File: src/logic/asu_pkg.sv
// package for the async serial unit with flow handshake
package asu_pkg;
  // register offsets (byte addresses)
  localparam logic [7:0] ADDR_RATE_MODE = 8'h10;
  localparam logic [7:0] ADDR_SCS1      = 8'h11;
  localparam logic [7:0] ADDR_RX_HOLD   = 8'h12;
  localparam logic [7:0] ADDR_TX_HOLD   = 8'h13;
  localparam logic [7:0] ADDR_P5_VALUE  = 8'h15;
  localparam logic [7:0] ADDR_T3_CTRL   = 8'h1b;
  localparam logic [7:0] ADDR_T3_PERIOD = 8'h1c;
  localparam logic [7:0] ADDR_SCS2      = 8'h1e;
  localparam logic [7:0] ADDR_P5_DIR    = 8'h20;
  localparam logic [7:0] ADDR_IRQ_STAT  = 8'h24;
  localparam logic [7:0] ADDR_IRQ_MASK  = 8'h25;
  // serial_control_status_1 fields
  localparam int SCS1_WAKE_EN  = 0;
  localparam int SCS1_TX_EN    = 1;
  localparam int SCS1_TX_IE    = 2;
  localparam int SCS1_RX_EN    = 3;
  localparam int SCS1_RX_IE    = 4;
  localparam int SCS1_TX_EMPTY = 5;
  localparam int SCS1_ERR      = 6;
  localparam int SCS1_RX_FULL  = 7;
  // port 5 bits
  localparam int P5_RTS_OUT = 0;
  localparam int P5_CTS_IN  = 1;
  // interrupt status bits
  localparam int IRQ_RX_DONE = 0;
  localparam int IRQ_RX_ERR  = 1;
  localparam int IRQ_TX_EMPTY = 2;
  localparam int IRQ_BITS    = 3;
  // reset values
  localparam logic [7:0] RST_SCS1   = 8'h20;
  localparam logic [7:0] RST_ZERO   = 8'h00;
  localparam logic [7:0] RST_P5_VAL = 8'h01;
  localparam logic [7:0] RST_PERIOD = 8'h07;
  // timing: 4800 bit/s at 100 MHz, 16 samples per bit
  localparam int CLK_HZ       = 100_000_000;
  localparam int BAUD         = 4800;
  localparam int OVERSAMPLE   = 16;
  localparam int TICK_CYCLES  = CLK_HZ / (BAUD * OVERSAMPLE);
  localparam int DATA_BITS    = 8;

  typedef enum logic [1:0] {
    ASU_IDLE  = 2'b00,
    ASU_START = 2'b01,
    ASU_DATA  = 2'b10,
    ASU_STOP  = 2'b11
  } asu_state_t;

  typedef struct packed {
    logic       wr;
    logic       rd;
    logic [7:0] addr;
    logic [7:0] wdata;
  } asu_bus_t;
endpackage

File: src/logic/asu_core.sv
// async serial unit: 8N1 transceiver with port 5 handshake and irq
`timescale 1ns/100ps
`default_nettype none
// Functional notes
// - link runs at 4800 bit/s both ways
// - frame: start, eight data, one stop
// - port 5 bit0 request out, bit1 in
// - request output active low asks send
// - full receive holding raises serial interrupt
// - servicing received byte drives request high
// - status flags overrun or framing error
// - receive holding read clears error flag
// - good byte read with receive-complete flag
// - start sending only while request in low
// - status bit5 shows transmit holding empty
// - status bit1 set enables transmitter
// - transmit holding write supplies next byte
// - port 5 bit0 direction set to output
// - status then holding read clears full and error flags
module asu_core
  import asu_pkg::*;
#(
  parameter int TICK_DIV = TICK_CYCLES
) (
  input  wire logic       clk_sys,
  input  wire logic       rst,
  input  wire logic       clk_en,
  input  wire asu_bus_t   bus,
  output logic [7:0]      rdata,
  input  wire logic       rx_line,
  output logic            tx_line,
  input  wire logic       p5_req_in_n,
  output logic            p5_req_out_n,
  output logic            p5_req_out_oe,
  output logic            irq
);
  // divider is 16 bits; below two the tick would be held on
  if (TICK_DIV < 2 || TICK_DIV > 65535) begin : g_div_check
    $error("asu_core: TICK_DIV out of range");
  end

  function automatic logic hit(input asu_bus_t b, input logic [7:0] a);
    return b.addr == a;
  endfunction

  logic [7:0]  rate_mode_r, scs1_r, scs2_r, t3_ctrl_r, t3_period_r;
  logic [7:0]  p5_val_r, p5_dir_r, rx_hold_r, tx_hold_r;
  logic [IRQ_BITS-1:0] irq_stat_r, irq_mask_r;
  logic [15:0] tick_cnt_r;
  logic        tick;
  logic        status_seen_r;

  // oversample tick; 16 per bit gives 4800 bit/s
  // bit rate
  always_ff @(posedge clk_sys or posedge rst) begin
    if (rst) begin
      tick_cnt_r <= 16'h0000;
    end else if (clk_en) begin
      if (tick_cnt_r == 16'(TICK_DIV - 1))
        tick_cnt_r <= 16'h0000;
      else
        tick_cnt_r <= tick_cnt_r + 16'h0001;
    end
  end
  assign tick = clk_en && (tick_cnt_r == 16'(TICK_DIV - 1));

  // ---------------- receiver ----------------
  asu_state_t rx_st_r;
  logic [3:0] rx_sub_r;
  logic [2:0] rx_bit_r;
  logic [7:0] rx_sh_r;
  logic       rx_s1_r, rx_s2_r;
  logic       rx_full_r, rx_err_r;
  logic       rx_done, rx_fault;
  logic       rd_hold;

  always_ff @(posedge clk_sys or posedge rst) begin
    if (rst) begin
      rx_s1_r <= 1'b1;
      rx_s2_r <= 1'b1;
    end else if (clk_en) begin
      rx_s1_r <= rx_line;
      rx_s2_r <= rx_s1_r;
    end
  end

  always_ff @(posedge clk_sys or posedge rst) begin
    if (rst) begin
      rx_st_r  <= ASU_IDLE;
      rx_sub_r <= 4'h0;
      rx_bit_r <= 3'h0;
      rx_sh_r  <= 8'h00;
    end else if (tick) begin
      case (rx_st_r)
        ASU_IDLE: begin
          rx_sub_r <= 4'h0;
          if (!rx_s2_r && scs1_r[SCS1_RX_EN])
            rx_st_r <= ASU_START;
        end
        ASU_START: begin
          rx_sub_r <= rx_sub_r + 4'h1;
          if (rx_sub_r == 4'h7) begin
            rx_sub_r <= 4'h0;
            rx_bit_r <= 3'h0;
            // glitch shorter than half a bit is dropped
            rx_st_r  <= rx_s2_r ? ASU_IDLE : ASU_DATA;
          end
        end
        ASU_DATA: begin
          rx_sub_r <= rx_sub_r + 4'h1;
          if (rx_sub_r == 4'hf) begin
            rx_sh_r  <= {rx_s2_r, rx_sh_r[7:1]};
            rx_bit_r <= rx_bit_r + 3'h1;
            if (rx_bit_r == 3'(DATA_BITS - 1))
              rx_st_r <= ASU_STOP;
          end
        end
        ASU_STOP: begin
          rx_sub_r <= rx_sub_r + 4'h1;
          if (rx_sub_r == 4'hf)
            rx_st_r <= ASU_IDLE;
        end
        default: rx_st_r <= ASU_IDLE;
      endcase
    end
  end

  assign rx_done = tick && rx_st_r == ASU_STOP && rx_sub_r == 4'hf;
  // overrun when holding still full, framing when stop bit low
  assign rx_fault = rx_done && (rx_full_r || !rx_s2_r);
  assign rd_hold  = clk_en && bus.rd && hit(bus, ADDR_RX_HOLD);

  // good byte lands in holding register
  always_ff @(posedge clk_sys or posedge rst) begin
    if (rst)
      rx_hold_r <= 8'h00;
    else if (rx_done && !rx_full_r && rx_s2_r)
      rx_hold_r <= rx_sh_r;
  end

  // status read arms the clear; holding read completes it; set wins
  // two-step clear
  always_ff @(posedge clk_sys or posedge rst) begin
    if (rst) begin
      status_seen_r <= 1'b0;
      rx_full_r     <= 1'b0;
    end else if (clk_en) begin
      if (bus.rd && hit(bus, ADDR_SCS1))
        status_seen_r <= rx_full_r | rx_err_r;
      else if (rd_hold)
        status_seen_r <= 1'b0;
      if (rx_done && !rx_fault)
        rx_full_r <= 1'b1;
      else if (rd_hold && status_seen_r)
        rx_full_r <= 1'b0;
    end
  end

  // error flag; dummy read clears it
  always_ff @(posedge clk_sys or posedge rst) begin
    if (rst)
      rx_err_r <= 1'b0;
    else if (clk_en) begin
      if (rx_fault)
        rx_err_r <= 1'b1;
      else if (rd_hold && status_seen_r)
        rx_err_r <= 1'b0;
    end
  end

  // ---------------- transmitter ----------------
  asu_state_t tx_st_r;
  logic [3:0] tx_sub_r;
  logic [2:0] tx_bit_r;
  logic [7:0] tx_sh_r;
  logic       tx_empty_r, tx_out_r, cts_s_r;
  logic       tx_load, wr_tx;

  always_ff @(posedge clk_sys or posedge rst) begin
    if (rst)
      cts_s_r <= 1'b1;
    else if (clk_en)
      cts_s_r <= p5_req_in_n;
  end

  // hold off while partner request is high
  assign tx_load = tick && tx_st_r == ASU_IDLE && !tx_empty_r &&
                   scs1_r[SCS1_TX_EN] && !cts_s_r;
  assign wr_tx   = clk_en && bus.wr && hit(bus, ADDR_TX_HOLD);

  always_ff @(posedge clk_sys or posedge rst) begin
    if (rst)
      tx_hold_r <= 8'h00;
    else if (wr_tx)
      tx_hold_r <= bus.wdata;
  end

  always_ff @(posedge clk_sys or posedge rst) begin
    if (rst)
      tx_empty_r <= 1'b1;
    else if (wr_tx)
      tx_empty_r <= 1'b0;
    else if (tx_load)
      tx_empty_r <= 1'b1;
  end

  always_ff @(posedge clk_sys or posedge rst) begin
    if (rst) begin
      tx_st_r  <= ASU_IDLE;
      tx_sub_r <= 4'h0;
      tx_bit_r <= 3'h0;
      tx_sh_r  <= 8'h00;
      tx_out_r <= 1'b1;
    end else if (tick) begin
      case (tx_st_r)
        ASU_IDLE: begin
          tx_out_r <= 1'b1;
          tx_sub_r <= 4'h0;
          if (tx_load) begin
            tx_sh_r  <= tx_hold_r;
            tx_out_r <= 1'b0;
            tx_st_r  <= ASU_START;
          end
        end
        ASU_START: begin
          tx_sub_r <= tx_sub_r + 4'h1;
          if (tx_sub_r == 4'hf) begin
            tx_out_r <= tx_sh_r[0];
            tx_bit_r <= 3'h0;
            tx_st_r  <= ASU_DATA;
          end
        end
        ASU_DATA: begin
          tx_sub_r <= tx_sub_r + 4'h1;
          if (tx_sub_r == 4'hf) begin
            tx_bit_r <= tx_bit_r + 3'h1;
            tx_sh_r  <= {1'b0, tx_sh_r[7:1]};
            if (tx_bit_r == 3'(DATA_BITS - 1)) begin
              tx_out_r <= 1'b1;
              tx_st_r  <= ASU_STOP;
            end else
              tx_out_r <= tx_sh_r[1];
          end
        end
        ASU_STOP: begin
          tx_sub_r <= tx_sub_r + 4'h1;
          if (tx_sub_r == 4'hf)
            tx_st_r <= ASU_IDLE;
        end
        default: tx_st_r <= ASU_IDLE;
      endcase
    end
  end
  assign tx_line = tx_out_r;

  // ---------------- registers ----------------
  always_ff @(posedge clk_sys or posedge rst) begin
    if (rst) begin
      rate_mode_r <= RST_ZERO;
      scs2_r      <= RST_ZERO;
      t3_ctrl_r   <= RST_ZERO;
      t3_period_r <= RST_PERIOD;
      scs1_r      <= RST_SCS1;
    end else if (clk_en && bus.wr) begin
      if (hit(bus, ADDR_RATE_MODE)) rate_mode_r <= bus.wdata;
      if (hit(bus, ADDR_SCS2))      scs2_r      <= bus.wdata;
      if (hit(bus, ADDR_T3_CTRL))   t3_ctrl_r   <= bus.wdata;
      if (hit(bus, ADDR_T3_PERIOD)) t3_period_r <= bus.wdata;
      if (hit(bus, ADDR_SCS1))      scs1_r      <= bus.wdata;
    end
  end

  // software sets bit0 high when servicing a byte
  always_ff @(posedge clk_sys or posedge rst) begin
    if (rst) begin
      p5_val_r <= RST_P5_VAL;
      p5_dir_r <= RST_ZERO;
    end else if (clk_en && bus.wr) begin
      if (hit(bus, ADDR_P5_VALUE)) p5_val_r <= bus.wdata;
      if (hit(bus, ADDR_P5_DIR))   p5_dir_r <= bus.wdata;
    end
  end

  // active low request, driven only when direction is output
  assign p5_req_out_n  = p5_val_r[P5_RTS_OUT];
  assign p5_req_out_oe = p5_dir_r[P5_RTS_OUT];

  // sticky events, write one to clear; set wins
  logic [IRQ_BITS-1:0] ev;
  assign ev = {tx_load, rx_fault, rx_done && !rx_fault};
  always_ff @(posedge clk_sys or posedge rst) begin
    if (rst) begin
      irq_stat_r <= '0;
      irq_mask_r <= '0;
    end else if (clk_en) begin
      if (bus.wr && hit(bus, ADDR_IRQ_MASK))
        irq_mask_r <= bus.wdata[IRQ_BITS-1:0];
      if (bus.wr && hit(bus, ADDR_IRQ_STAT))
        irq_stat_r <= (irq_stat_r & ~bus.wdata[IRQ_BITS-1:0]) | ev;
      else
        irq_stat_r <= irq_stat_r | ev;
    end
  end

  // serial interrupt: full holding or error with rx irq enable, empty transmit holding with tx irq enable, or masked status
  assign irq = |(irq_stat_r & irq_mask_r) ||
               (scs1_r[SCS1_RX_IE] && (rx_full_r || rx_err_r)) ||
               (scs1_r[SCS1_TX_IE] && tx_empty_r);

  // read data one cycle after strobe; unmapped reads zero
  always_ff @(posedge clk_sys or posedge rst) begin
    if (rst)
      rdata <= 8'h00;
    else if (clk_en) begin
      rdata <= 8'h00;
      if (bus.rd) begin
        case (bus.addr)
          ADDR_RATE_MODE: rdata <= rate_mode_r;
          // bit5 is the transmit empty flag
          ADDR_SCS1: rdata <= {rx_full_r, rx_err_r, tx_empty_r,
                               scs1_r[4:0]};
          ADDR_RX_HOLD:   rdata <= rx_hold_r;
          ADDR_P5_VALUE:  rdata <= {6'h00, p5_req_in_n,
                                    p5_val_r[P5_RTS_OUT]};
          ADDR_T3_CTRL:   rdata <= t3_ctrl_r;
          ADDR_T3_PERIOD: rdata <= t3_period_r;
          ADDR_SCS2:      rdata <= scs2_r;
          ADDR_IRQ_STAT:  rdata <= {5'h00, irq_stat_r};
          ADDR_IRQ_MASK:  rdata <= {5'h00, irq_mask_r};
          default:        rdata <= 8'h00;
        endcase
      end
    end
  end
endmodule
`default_nettype wire

File: config.mk
export PLATFORM = sky130hd
export DESIGN_NAME = asu_core
export DESIGN_NICKNAME = d
export VERILOG_FILES = /design/src/logic/asu_pkg.sv /design/src/logic/asu_core.sv
export SDC_FILE = /design/constraint.sdc
export NUM_CORES = 1
export LEC_CHECK = 0
export BUFFER_PORTS_ARGS = -buffer_cell sky130_fd_sc_hd__buf_2
export CAP_MARGIN = 20
export CORE_MARGIN = 2
export CORE_UTILIZATION = 55
export CTS_CLUSTER_DIAMETER = 80
export CTS_CLUSTER_SIZE = 8
export DETAILED_ROUTE_END_ITERATION = 8
export PLACE_DENSITY = 0.8
export SLEW_MARGIN = 10
export SYNTH_ARGS = -nofsm -noshare
export SYNTH_HDL_FRONTEND = slang
export SYNTH_SLANG_ARGS = --single-unit
export TNS_END_PERCENT = 5
File: constraint.sdc
create_clock -name clk_sys -period 3.7 [get_ports clk_sys]
set_clock_uncertainty 0.2 [all_clocks]
set_input_delay 0.37 -clock clk_sys [delete_from_list [all_inputs] [get_ports clk_sys]]
set_output_delay 0.37 -clock clk_sys [all_outputs]
set_load 0.05 [all_outputs]
; ---- Yosys cells after proc, flatten, opt, wreduce, memory -nomap -nowiden
; Cells that the tools add are included.
[totals]
ff_bits = 127
word_cells = 176
input_bits = 23
out_inout_bits = 12
[op_classes]
n_eq_ne = 33
addsub = 5
n_reduce_logical = 62
bitwise = 6
n_mux = 41
[ops]
columns = op, n
row1 = $pmux 8 s9, 1
row2 = $eq 8x5->1 const B, 8
row3 = $eq 8x6->1 const B, 3
row4 = $mux 8, 3
row5 = $logic_and 1x1->1, 22
row6 = $mux 2, 11
row7 = $reduce_and 2->1, 11
row8 = $ne 2x2->1 const B, 10
row9 = $add 16x1->16 const B, 1
row10 = $eq 16x11->1 const B, 1
row11 = $mux 16, 1
row12 = $pmux 2 s4, 2
row13 = $pmux 8 s2, 1
row14 = $reduce_and 4->1, 4
row15 = $mux 3, 5
row16 = $reduce_bool 2->1, 7
row17 = $pmux 3 s2, 2
row18 = $pmux 4 s3, 1
row19 = $reduce_and 6->1, 2
row20 = $mux 1, 11
row21 = $add 4x1->4 const B, 2
row22 = $eq 2x2->1 const B, 4
row23 = $eq 4x4->1 const B, 2
row24 = $pmux 4 s2, 1
row25 = 17 further kinds, 31

; ---- Depth between registers and ports, before layout
; Gate-level depths: netlist of the first run.
[logic_depth]
ltp_word = 9
depth_mapped = 8

; ---- Worst setup path after synthesis of the first run
; No wires, ideal clock.
[synth_path]
path_type = register to register
startpoint = register tick_cnt_r[1]
endpoint = register rx_sh_r[0]
synth_period_minus_slack_ns = 2.119
arrival_ns = 1.794
required_ns = 3.375
path_stages_with_launch = 9
setup_time_ns = 0.125
slack_ns = 1.581
n_path_buf = 2
cell_sequence = dfrtp_1 inv_1 ha_1 nor4b_4 and4_2 buf_4 and3_1 buf_2 mux2_2
[synth_between]
elab_chain_cells = 3
[synth_rtl]
columns = item, line_no
row1 = "start, declared", asu_core.sv:49  ; logic [15:0] tick_cnt_r;
row2 = "start signal, assigned", asu_core.sv:62  ; tick_cnt_r <= tick_cnt_r + 16'h0001;
row3 = $eq 16x11->1, asu_core.sv:65  ; assign tick = clk_en && (tick_cnt_r == 16'(TICK_DIV - 1));
row4 = $logic_and 1x1->1, asu_core.sv:65
row5 = $reduce_and 3->1 (no line), n/a
row6 = "end signal, assigned", asu_core.sv:112  ; rx_sh_r <= {rx_s2_r, rx_sh_r[7:1]};
row7 = "end, declared", asu_core.sv:71  ; logic [7:0] rx_sh_r;
; Every way passes these cells.
; A chain may end at the register's enable or synchronous reset.

; ---- Final worst setup path of the first run
[layout_path]
startpoint = register tx_st_r[0]
endpoint = register tx_sh_r[2]
[layout_between]
elab_chain_cells = 7
elab_cells_between_ends = 11
[layout_rtl]
columns = item, line_no
row1 = "start, declared", asu_core.sv:172  ; asu_state_t tx_st_r;
row2 = "start signal, assigned", asu_core.sv:209  ; tx_st_r <= ASU_IDLE;
row3 = "start signal, assigned", asu_core.sv:222  ; tx_st_r <= ASU_START;
row4 = "start signal, assigned", asu_core.sv:230  ; tx_st_r <= ASU_DATA;
row5 = $logic_not 2->1, "asu_core.sv:187, asu_core.sv:215"
row6 = $logic_and 1x1->1 (3 in series), asu_core.sv:187  ; assign tx_load = tick && tx_st_r == ASU_IDLE && !tx_empty_r &&
row7 = $logic_and 1x1->1, asu_core.sv:188  ; scs1_r[SCS1_TX_EN] && !cts_s_r;
row8 = $ne 2x2->1 (no line), n/a
row9 = $reduce_and 4->1 (no line), n/a
row10 = "end signal, assigned", asu_core.sv:220  ; tx_sh_r <= tx_hold_r;
row11 = "end signal, assigned", asu_core.sv:237  ; tx_sh_r <= {1'b0, tx_sh_r[7:1]};
row12 = "end, declared", asu_core.sv:175  ; logic [7:0] tx_sh_r;
; Parallel ways exist; a longest one is shown, timed or not.

==> impl_metrics.prom, run 1 <==
# TYPE chip_impl_metric gauge
chip_impl_info{name="run_status",value="completed"} 1
chip_impl_metric{name="cts_inserted_buffers",unit=""} 17
chip_impl_info{name="endpoint_kind",value="register"} 1
chip_impl_metric{name="fin_total_pwr",unit="mW"} 3.59
chip_impl_metric{name="ys_seq_area_share",unit="%"} 50.0
chip_impl_metric{name="grt_pass1_vias",unit=""} 4648
chip_impl_metric{name="hold_violations",unit=""} 0
chip_impl_metric{name="port_buffers",unit=""} 34
chip_impl_info{name="capture_point_of_the_worst_reg_to_reg_path",value="tx_sh_r[2]"} 1
chip_impl_info{name="synth_top_area_cell",value="sky130_fd_sc_hd__dfrtp_1"} 1
chip_impl_metric{name="synthCells",unit=""} 547
chip_impl_info{name="worstSetupPathType",value="register to register"} 1
chip_impl_metric{name="synth-edff-count",unit=""} 0
chip_impl_metric{name="slew_hr",unit="%"} 48.3
chip_impl_metric{name="cell_rows",unit=""} 39
chip_impl_metric{name="fp.dieW",unit="um"} 112
chip_impl_metric{name="postSynthNetCount",unit=""} 583
chip_impl_info{name="timing.critical_path.from_type",value="register"} 1
chip_impl_metric{name="io_pins",unit=""} 35
chip_impl_info{name="synth.area.top_cells",value="sky130_fd_sc_hd__dfrtp_1, sky130_fd_sc_hd__mux2_2, sky130_fd_sc_hd__dfstp_2, sky130_fd_sc_hd__ha_1, sky130_fd_sc_hd__nand2_1"} 1
chip_impl_info{name="grt_setup_unrepaired",value="false"} 1
chip_impl_metric{name="initialDrtViolationCount",unit=""} 402
chip_impl_info{name="synth_commonest_cells",value="sky130_fd_sc_hd__dfrtp_1, sky130_fd_sc_hd__mux2_2, sky130_fd_sc_hd__nand2_1, sky130_fd_sc_hd__nor2_1, sky130_fd_sc_hd__o21ai_0"} 1
chip_impl_info{name="worstHoldStart",value="p5_req_in_n"} 1
chip_impl_metric{name="drc_errors",unit=""} 0
chip_impl_metric{name="critical_path_data_required_time",unit="ps"} 3800
chip_impl_metric{name="postSynthRegisterBits",unit=""} 127
chip_impl_metric{name="nNetsFinal",unit=""} 618
chip_impl_info{name="worstHoldPathType",value="primary input to register"} 1
chip_impl_metric{name="hold_depth",unit=""} 2
chip_impl_metric{name="min_period_over_period",unit="%"} 70.3
chip_impl_metric{name="layout_min_cycle_time",unit="ps"} 2600
chip_impl_metric{name="p_leak",unit="nW"} 3.44
chip_impl_metric{name="worst-slew-pin-transition",unit="ps"} 769
chip_impl_metric{name="synthesis.area",unit="um^2"} 6370
chip_impl_metric{name="post-cts-setup-buffers",unit=""} 0
chip_impl_metric{name="powerDensity",unit="nW/um^2"} 491
chip_impl_info{name="yosys.cell_count.top_type",value="sky130_fd_sc_hd__dfrtp_1"} 1
chip_impl_metric{name="routed_wire_length_per_instance",unit="um"} 19.1
chip_impl_metric{name="cts.path.max_buffers",unit=""} 2
chip_impl_metric{name="vias",unit=""} 4564
chip_impl_metric{name="dp_hpwl",unit="mm"} 9.65
chip_impl_metric{name="timing.max_cap.violations",unit=""} 0
chip_impl_metric{name="timing.final.max_slew_violations",unit=""} 0
chip_impl_metric{name="grt_antenna_before_repair",unit=""} 0
chip_impl_metric{name="postRouteAntennaNets",unit=""} 0
chip_impl_metric{name="grt_remaining_overflow",unit=""} 0
chip_impl_info{name="min_to",value="cts_s_r"} 1
chip_impl_metric{name="h-tree-depth",unit=""} 4
chip_impl_metric{name="asyncSetResetFlopFracSynth",unit="%"} 100
chip_impl_metric{name="power.ir.vdd_worst",unit="V"} 0.000441
chip_impl_metric{name="gp_routability_congestion",unit=""} 0.861
chip_impl_metric{name="timing.final.setup_violations",unit=""} 0
chip_impl_metric{name="maximum_fanout_along_the_worst_path",unit=""} 16
chip_impl_metric{name="finalSetupTns",unit="ps"} 0
chip_impl_metric{name="postSynthAreaPerCell",unit="um^2"} 11.7
chip_impl_info{name="cts_tree",value="yes"} 1
chip_impl_metric{name="starting_density_of_the_core",unit="%"} 56.1
chip_impl_metric{name="groute.usage.overall",unit="%"} 24.1
chip_impl_metric{name="global_route_wire_length_before_repair",unit="mm"} 23.7
chip_impl_metric{name="layout.core_utilization",unit="%"} 64.4
chip_impl_metric{name="dieHeight",unit="um"} 112
chip_impl_info{name="worstReg2RegStart",value="tx_st_r[0]"} 1
chip_impl_metric{name="synth_top_area_share",unit="%"} 46.3
chip_impl_metric{name="fraction_of_layout_cells_with_a_size_suffix_above_1",unit="%"} 31.3
chip_impl_metric{name="core",unit="um^2"} 11400
chip_impl_info{name="synth_flop_cell",value="sky130_fd_sc_hd__dfrtp_1"} 1
chip_impl_metric{name="clock_sink_count",unit=""} 127
chip_impl_metric{name="layout-area-overhead-vs-synth",unit="%"} 14.9
chip_impl_metric{name="viasPerCell",unit=""} 6.18
chip_impl_metric{name="yosysWarningCount",unit=""} 0
chip_impl_metric{name="fmax",unit="MHz"} 384
chip_impl_metric{name="grt_start_max_net_pins",unit=""} 86
chip_impl_metric{name="worst_ep_arrival_time",unit="ps"} 2700
chip_impl_info{name="clockRootBuffer",value="sky130_fd_sc_hd__clkbuf_16"} 1
chip_impl_metric{name="worst_setup_hold_path_clk_slew",unit="ps"} 60
chip_impl_metric{name="worst-r2r-setup-slack",unit="ps"} 1100
chip_impl_metric{name="design_area",unit="um^2"} 7320
chip_impl_metric{name="firstDrtPassIters",unit=""} 6
chip_impl_metric{name="worst-r2r-cell-count",unit=""} 5
chip_impl_metric{name="drt-total-wl",unit="mm"} 14.1
chip_impl_metric{name="yosysUniqueCellTypes",unit=""} 75
chip_impl_metric{name="placedInstanceArea",unit="um^2"} 6650
chip_impl_info{name="registers.top_by_ff_count",value="tick_cnt_r"} 1
chip_impl_metric{name="antenna_cells",unit=""} 0
chip_impl_metric{name="worst_skew_pair.late_latency",unit="ps"} 420
chip_impl_metric{name="dieArea",unit="um^2"} 12500
chip_impl_metric{name="largest_register_ff_count",unit=""} 16
==> repair_timing <==
action / 4_1_cts / 5_1_grt
endpoints found under the hold margin: 31 / 0
gates resized for setup: 0 / 0
hold buffers: 2 / 0
==> stage by stage <==
stage,setup slack (ps),hold WS (ps),std cells
final,1100,23.2,738
after global routing,855,23.9,738
after CTS,1090,16.5,738
after detailed placement,1010,269,704
after global placement,1070,255,704
after floorplan,1570,236,547
==> routing by layer <==
metal  part of all wire, %  global-route usage, %  wire (um)
met5                     0                      0          0
met4                   3.3                   11.1        470
met3                   5.2                   6.37        729
met2                    48                   37.9       6710
met1                    44                   31.5       6170
==> worst max-delay path, cell delays in order, from the launching register on <==
cell and delay [ps]:
sky130_fd_sc_hd__dfrtp_1 400, sky130_fd_sc_hd__inv_1 140, sky130_fd_sc_hd__ha_1 570, sky130_fd_sc_hd__mux2i_1 190, sky130_fd_sc_hd__nor3_2 580, sky130_fd_sc_hd__mux2_2 410
==> final cells by class <==
class	instances	area, um^2
clock inverters	11	186
clock buffers	21	460
inverters	16	63.8
well taps	143	179
fillers	850	4050
flip-flops and latches	127	3190
repair buffers	40	233
multi-input cells	380	3010
==> worst max-delay path by stage <==
stage,start,end,slack (ps),depth (start not counted)
after floorplan,rst,asynchronous set/reset pin,1570,1
after global placement,clk_en,rx_hold_r[5],1070,5
after detailed placement,clk_en,rx_hold_r[7],1010,5
after CTS,tx_st_r[0],tx_sh_r[7],1090,5
after global routing,tx_st_r[0],tx_sh_r[7],860,5
final,tx_st_r[0],tx_sh_r[2],1100,5
==> cell families after synthesis <==
logic type,after synthesis,synth area share [%]
and+or+nand+nor,167,15.6
DFF,127,50.0
muxes,97,17.0
AOI/OAI and AO/OA,89,10.0
buffers and inverters,40,2.85
xor gates and xnor gates,14,1.92
adders and majority gates,13,2.55
==> power breakdown <==
group / leakage [nW] / switching [mW] / internal, mW
combinational: 1.44 / 0.145 / 0.0988
sequential: 1.68 / 0.0684 / 1.45
clock: 0.317 / 0.605 / 1.23
==> cells in the final DEF, fill, tap and decap left out, types with 3 or more instances in the layout <==
cell type,instances
sky130_fd_sc_hd__xor2_1,7
sky130_fd_sc_hd__nand3_1,22
sky130_fd_sc_hd__buf_2,34
sky130_fd_sc_hd__or4_1,3
sky130_fd_sc_hd__a32oi_1,11
sky130_fd_sc_hd__clkinv_2,4
sky130_fd_sc_hd__nand4_1,8
sky130_fd_sc_hd__mux2i_1,11
sky130_fd_sc_hd__a22oi_1,14
sky130_fd_sc_hd__nand2b_1,3
sky130_fd_sc_hd__clkbuf_16,17
sky130_fd_sc_hd__nand2_1,41
sky130_fd_sc_hd__o21ai_0,23
sky130_fd_sc_hd__nor2_1,26
sky130_fd_sc_hd__o32ai_1,3
sky130_fd_sc_hd__dfrtp_1,118
sky130_fd_sc_hd__inv_1,14
sky130_fd_sc_hd__dfstp_2,9
sky130_fd_sc_hd__and2_1,4
sky130_fd_sc_hd__o31ai_1,4
sky130_fd_sc_hd__nor4b_2,3
sky130_fd_sc_hd__bufinv_16,5
sky130_fd_sc_hd__nor2b_1,8
sky130_fd_sc_hd__nor3b_1,4
sky130_fd_sc_hd__and3_1,11
sky130_fd_sc_hd__buf_4,3
sky130_fd_sc_hd__a21oi_1,7
sky130_fd_sc_hd__a2bb2oi_1,3
sky130_fd_sc_hd__nand3b_1,4
sky130_fd_sc_hd__xnor2_1,7
sky130_fd_sc_hd__ha_1,13
sky130_fd_sc_hd__nor4b_1,3
sky130_fd_sc_hd__mux2_2,85
Power figures use the tool's default switching activity.
==> inputs of run 2 (changes only) <==
clock period = 2.2 ns   (was 3.7 ns; I/O delays follow)
==> run 2 against run 1 <==
Final cell count increased by 5.1%. Non-clock buffer count increased by 38. Global-route usage increased by 1.3 points. Total power increased by 66%. Clock power increased by 57%. Critical path type unchanged.
==> impl_metrics.prom, run 2 (synthesized netlist as in run 1, its figures left out) <==
# TYPE chip_impl_metric gauge
chip_impl_metric{name="powerDensity",unit="nW/um^2"} 782
chip_impl_metric{name="grt_antenna_before_repair",unit=""} 0
chip_impl_metric{name="io_pins",unit=""} 35
chip_impl_metric{name="viasPerCell",unit=""} 6.12
chip_impl_metric{name="gp_routability_congestion",unit=""} 0.935
chip_impl_info{name="min_to",value="irq_stat_r[1]"} 1
chip_impl_metric{name="drc_errors",unit=""} 0
chip_impl_metric{name="fraction_of_layout_cells_with_a_size_suffix_above_1",unit="%"} 34.3
chip_impl_metric{name="starting_density_of_the_core",unit="%"} 56.1
chip_impl_metric{name="cts_inserted_buffers",unit=""} 17
chip_impl_metric{name="fp.dieW",unit="um"} 112
chip_impl_metric{name="global_route_wire_length_before_repair",unit="mm"} 25.0
chip_impl_metric{name="routed_wire_length_per_instance",unit="um"} 19.1
chip_impl_info{name="cts_tree",value="yes"} 1
chip_impl_metric{name="post-cts-setup-buffers",unit=""} 0
chip_impl_metric{name="min_period_over_period",unit="%"} 98.4
chip_impl_info{name="critPathSlowestCell",value="sky130_fd_sc_hd__or4_4"} 1
chip_impl_metric{name="maximum_fanout_along_the_worst_path",unit=""} 3
chip_impl_info{name="worstHoldStart",value="bus[1]"} 1
chip_impl_metric{name="cts.path.max_buffers",unit=""} 2
chip_impl_metric{name="cell_rows",unit=""} 39
chip_impl_metric{name="nNetsFinal",unit=""} 656
chip_impl_metric{name="p_leak",unit="nW"} 3.61
chip_impl_metric{name="postRouteAntennaNets",unit=""} 0
chip_impl_metric{name="finalSetupTns",unit="ps"} 0
chip_impl_metric{name="post-place-ws",unit="ps"} -1.39
chip_impl_metric{name="fillerInstances",unit=""} 808
chip_impl_metric{name="dp_hpwl",unit="mm"} 10.3
chip_impl_metric{name="firstDrtPassIters",unit=""} 5
chip_impl_metric{name="critical_path_data_required_time",unit="ps"} 2310
chip_impl_info{name="grt_setup_unrepaired",value="true"} 1
chip_impl_info{name="final_cell_mix",value="sky130_fd_sc_hd__dfrtp_1, sky130_fd_sc_hd__mux2_2, sky130_fd_sc_hd__nand2_1"} 1
chip_impl_info{name="run_status",value="completed"} 1
chip_impl_metric{name="groute.usage.overall",unit="%"} 25.4
chip_impl_metric{name="hold_violations",unit=""} 0
chip_impl_metric{name="hold_depth",unit=""} 4
chip_impl_metric{name="final_cells",unit=""} 776
chip_impl_metric{name="grt_remaining_overflow",unit=""} 0
chip_impl_metric{name="fmax",unit="MHz"} 462
chip_impl_metric{name="initialDrtViolationCount",unit=""} 413
chip_impl_metric{name="placed_instances",unit=""} 734
chip_impl_metric{name="worst-slew-pin-transition",unit="ps"} 818
chip_impl_metric{name="worst_setup_hold_path_clk_slew",unit="ps"} 50
chip_impl_metric{name="layout.core_utilization",unit="%"} 67.0
chip_impl_metric{name="worst-r2r-setup-slack",unit="ps"} 40
chip_impl_metric{name="power.ir.vdd_worst",unit="V"} 0.000601
chip_impl_metric{name="timing.final.max_slew_violations",unit=""} 0
chip_impl_metric{name="vias",unit=""} 4750
chip_impl_info{name="critical_path.cell_chain",value="inv_1 -> ha_1 -> nor4b_4 -> nand4_1 -> or4_4 -> mux2_4"} 1
chip_impl_info{name="endpoint_kind",value="register"} 1
chip_impl_metric{name="timing.max_cap.violations",unit=""} 0
chip_impl_metric{name="critPathMaxStageDelay",unit="ps"} 540
chip_impl_info{name="timing.critical_path.from_type",value="register"} 1
chip_impl_info{name="layout_commonest_cell",value="sky130_fd_sc_hd__dfrtp_1"} 1
chip_impl_metric{name="slew_hr",unit="%"} 44.7
chip_impl_metric{name="largest_register_ff_count",unit=""} 16
chip_impl_metric{name="layout-area-overhead-vs-synth",unit="%"} 19.6
chip_impl_metric{name="worst_skew_pair.late_latency",unit="ps"} 420
chip_impl_info{name="registers.top_by_ff_count",value="tick_cnt_r"} 1
chip_impl_info{name="worstSetupPathType",value="register to register"} 1
chip_impl_metric{name="min_setup_slack_post_route",unit="ps"} 35.1
chip_impl_metric{name="worst_ep_arrival_time",unit="ps"} 2270
chip_impl_metric{name="layout_min_cycle_time",unit="ps"} 2160
chip_impl_info{name="capture_point_of_the_worst_reg_to_reg_path",value="tx_st_r[1]"} 1
chip_impl_metric{name="port_buffers",unit=""} 34
chip_impl_info{name="worstReg2RegStart",value="tick_cnt_r[1]"} 1
chip_impl_metric{name="timing.final.setup_violations",unit=""} 0
chip_impl_metric{name="grt_start_max_net_pins",unit=""} 38
chip_impl_info{name="worstHoldPathType",value="primary input to register"} 1
chip_impl_metric{name="dieArea",unit="um^2"} 12500
chip_impl_metric{name="grt_pass1_vias",unit=""} 4983
chip_impl_info{name="clockRootBuffer",value="sky130_fd_sc_hd__clkbuf_16"} 1
chip_impl_metric{name="clock_sink_count",unit=""} 127
chip_impl_metric{name="antenna_cells",unit=""} 0
chip_impl_metric{name="worst-r2r-cell-count",unit=""} 6
chip_impl_metric{name="h-tree-depth",unit=""} 4
chip_impl_metric{name="drt-total-wl",unit="mm"} 14.8
chip_impl_metric{name="core",unit="um^2"} 11400
chip_impl_metric{name="dieHeight",unit="um"} 112
==> run 2: area by class of cell <==
cell class,count,area (um^2),area share [%]
clock buffers,19,433,5.68
repair buffers,78,574,7.54
clock inverters,13,170,2.23
flip-flops and latches,127,3190,41.8
multi-input cells,380,3010,39.5
well taps,143,179,2.35
inverters,16,63.8,0.837
==> run 2: metal layers <==
layer | global-route usage, % | part of all wire [%]
met2 | 40.5 | 49
met4 | 12.8 | 3.8
met5 | 0 | 0
met1 | 32.1 | 41
met3 | 6.97 | 6.4
==> run 2: report_power, final <==
part | internal [mW] | leakage, nW | switching, mW
Combinational | 0.261 | 1.63 | 0.324
Clock | 1.88 | 0.296 | 0.999
Sequential | 2.44 | 1.68 | 0.0618
Total | 4.57 | 3.61 | 1.38
==> run 2: stage by stage <==
step / power [mW] / hold slack, ps / instance area (um^2)
after CTS: 5.99 / 4.21 / 7610
final: 5.96 / 28.4 / 7620
after floorplan: 2.85 / 163 / 6380
after global routing: 6.17 / 6.41 / 7620
after detailed placement: 3.10 / 166 / 6900
after global placement: 3.08 / 154 / 6900
==> run 2: critical path: cells and delay by family (launching register included) <==
kind / cells / cell delay (ps)
and+or+nand+nor: 3 / 980
DFF: 1 / 370
muxes: 1 / 310
adders and majority gates: 1 / 130
buffers and inverters: 1 / 60
==> run 2: how the worst max path moves through the flow <==
| stage | cells past startpoint | start | endpoint |
|---|---|---|---|
| final | 6 | tick_cnt_r[1] | tx_st_r[1] |
| after global routing | 6 | tick_cnt_r[1] | tx_st_r[1] |
| after CTS | 7 | tick_cnt_r[1] | rx_hold_r[2] |
| after detailed placement | 6 | tick_cnt_r[1] | tx_st_r[1] |
| after global placement | 6 | tick_cnt_r[1] | tx_st_r[1] |
| after floorplan | 8 | tick_cnt_r[1] | rx_sh_r[0] |
==> run 2: what timing repair did <==
| action | in CTS | in global routing |
|---|---|---|
| setup endpoints to repair | 9 | 27 |
| hold buffers | 10 | 0 |
| pin swaps | 2 | 1 |
| gates resized for setup | 1 | 4 |
| endpoints found under the hold margin | 55 | 0 |
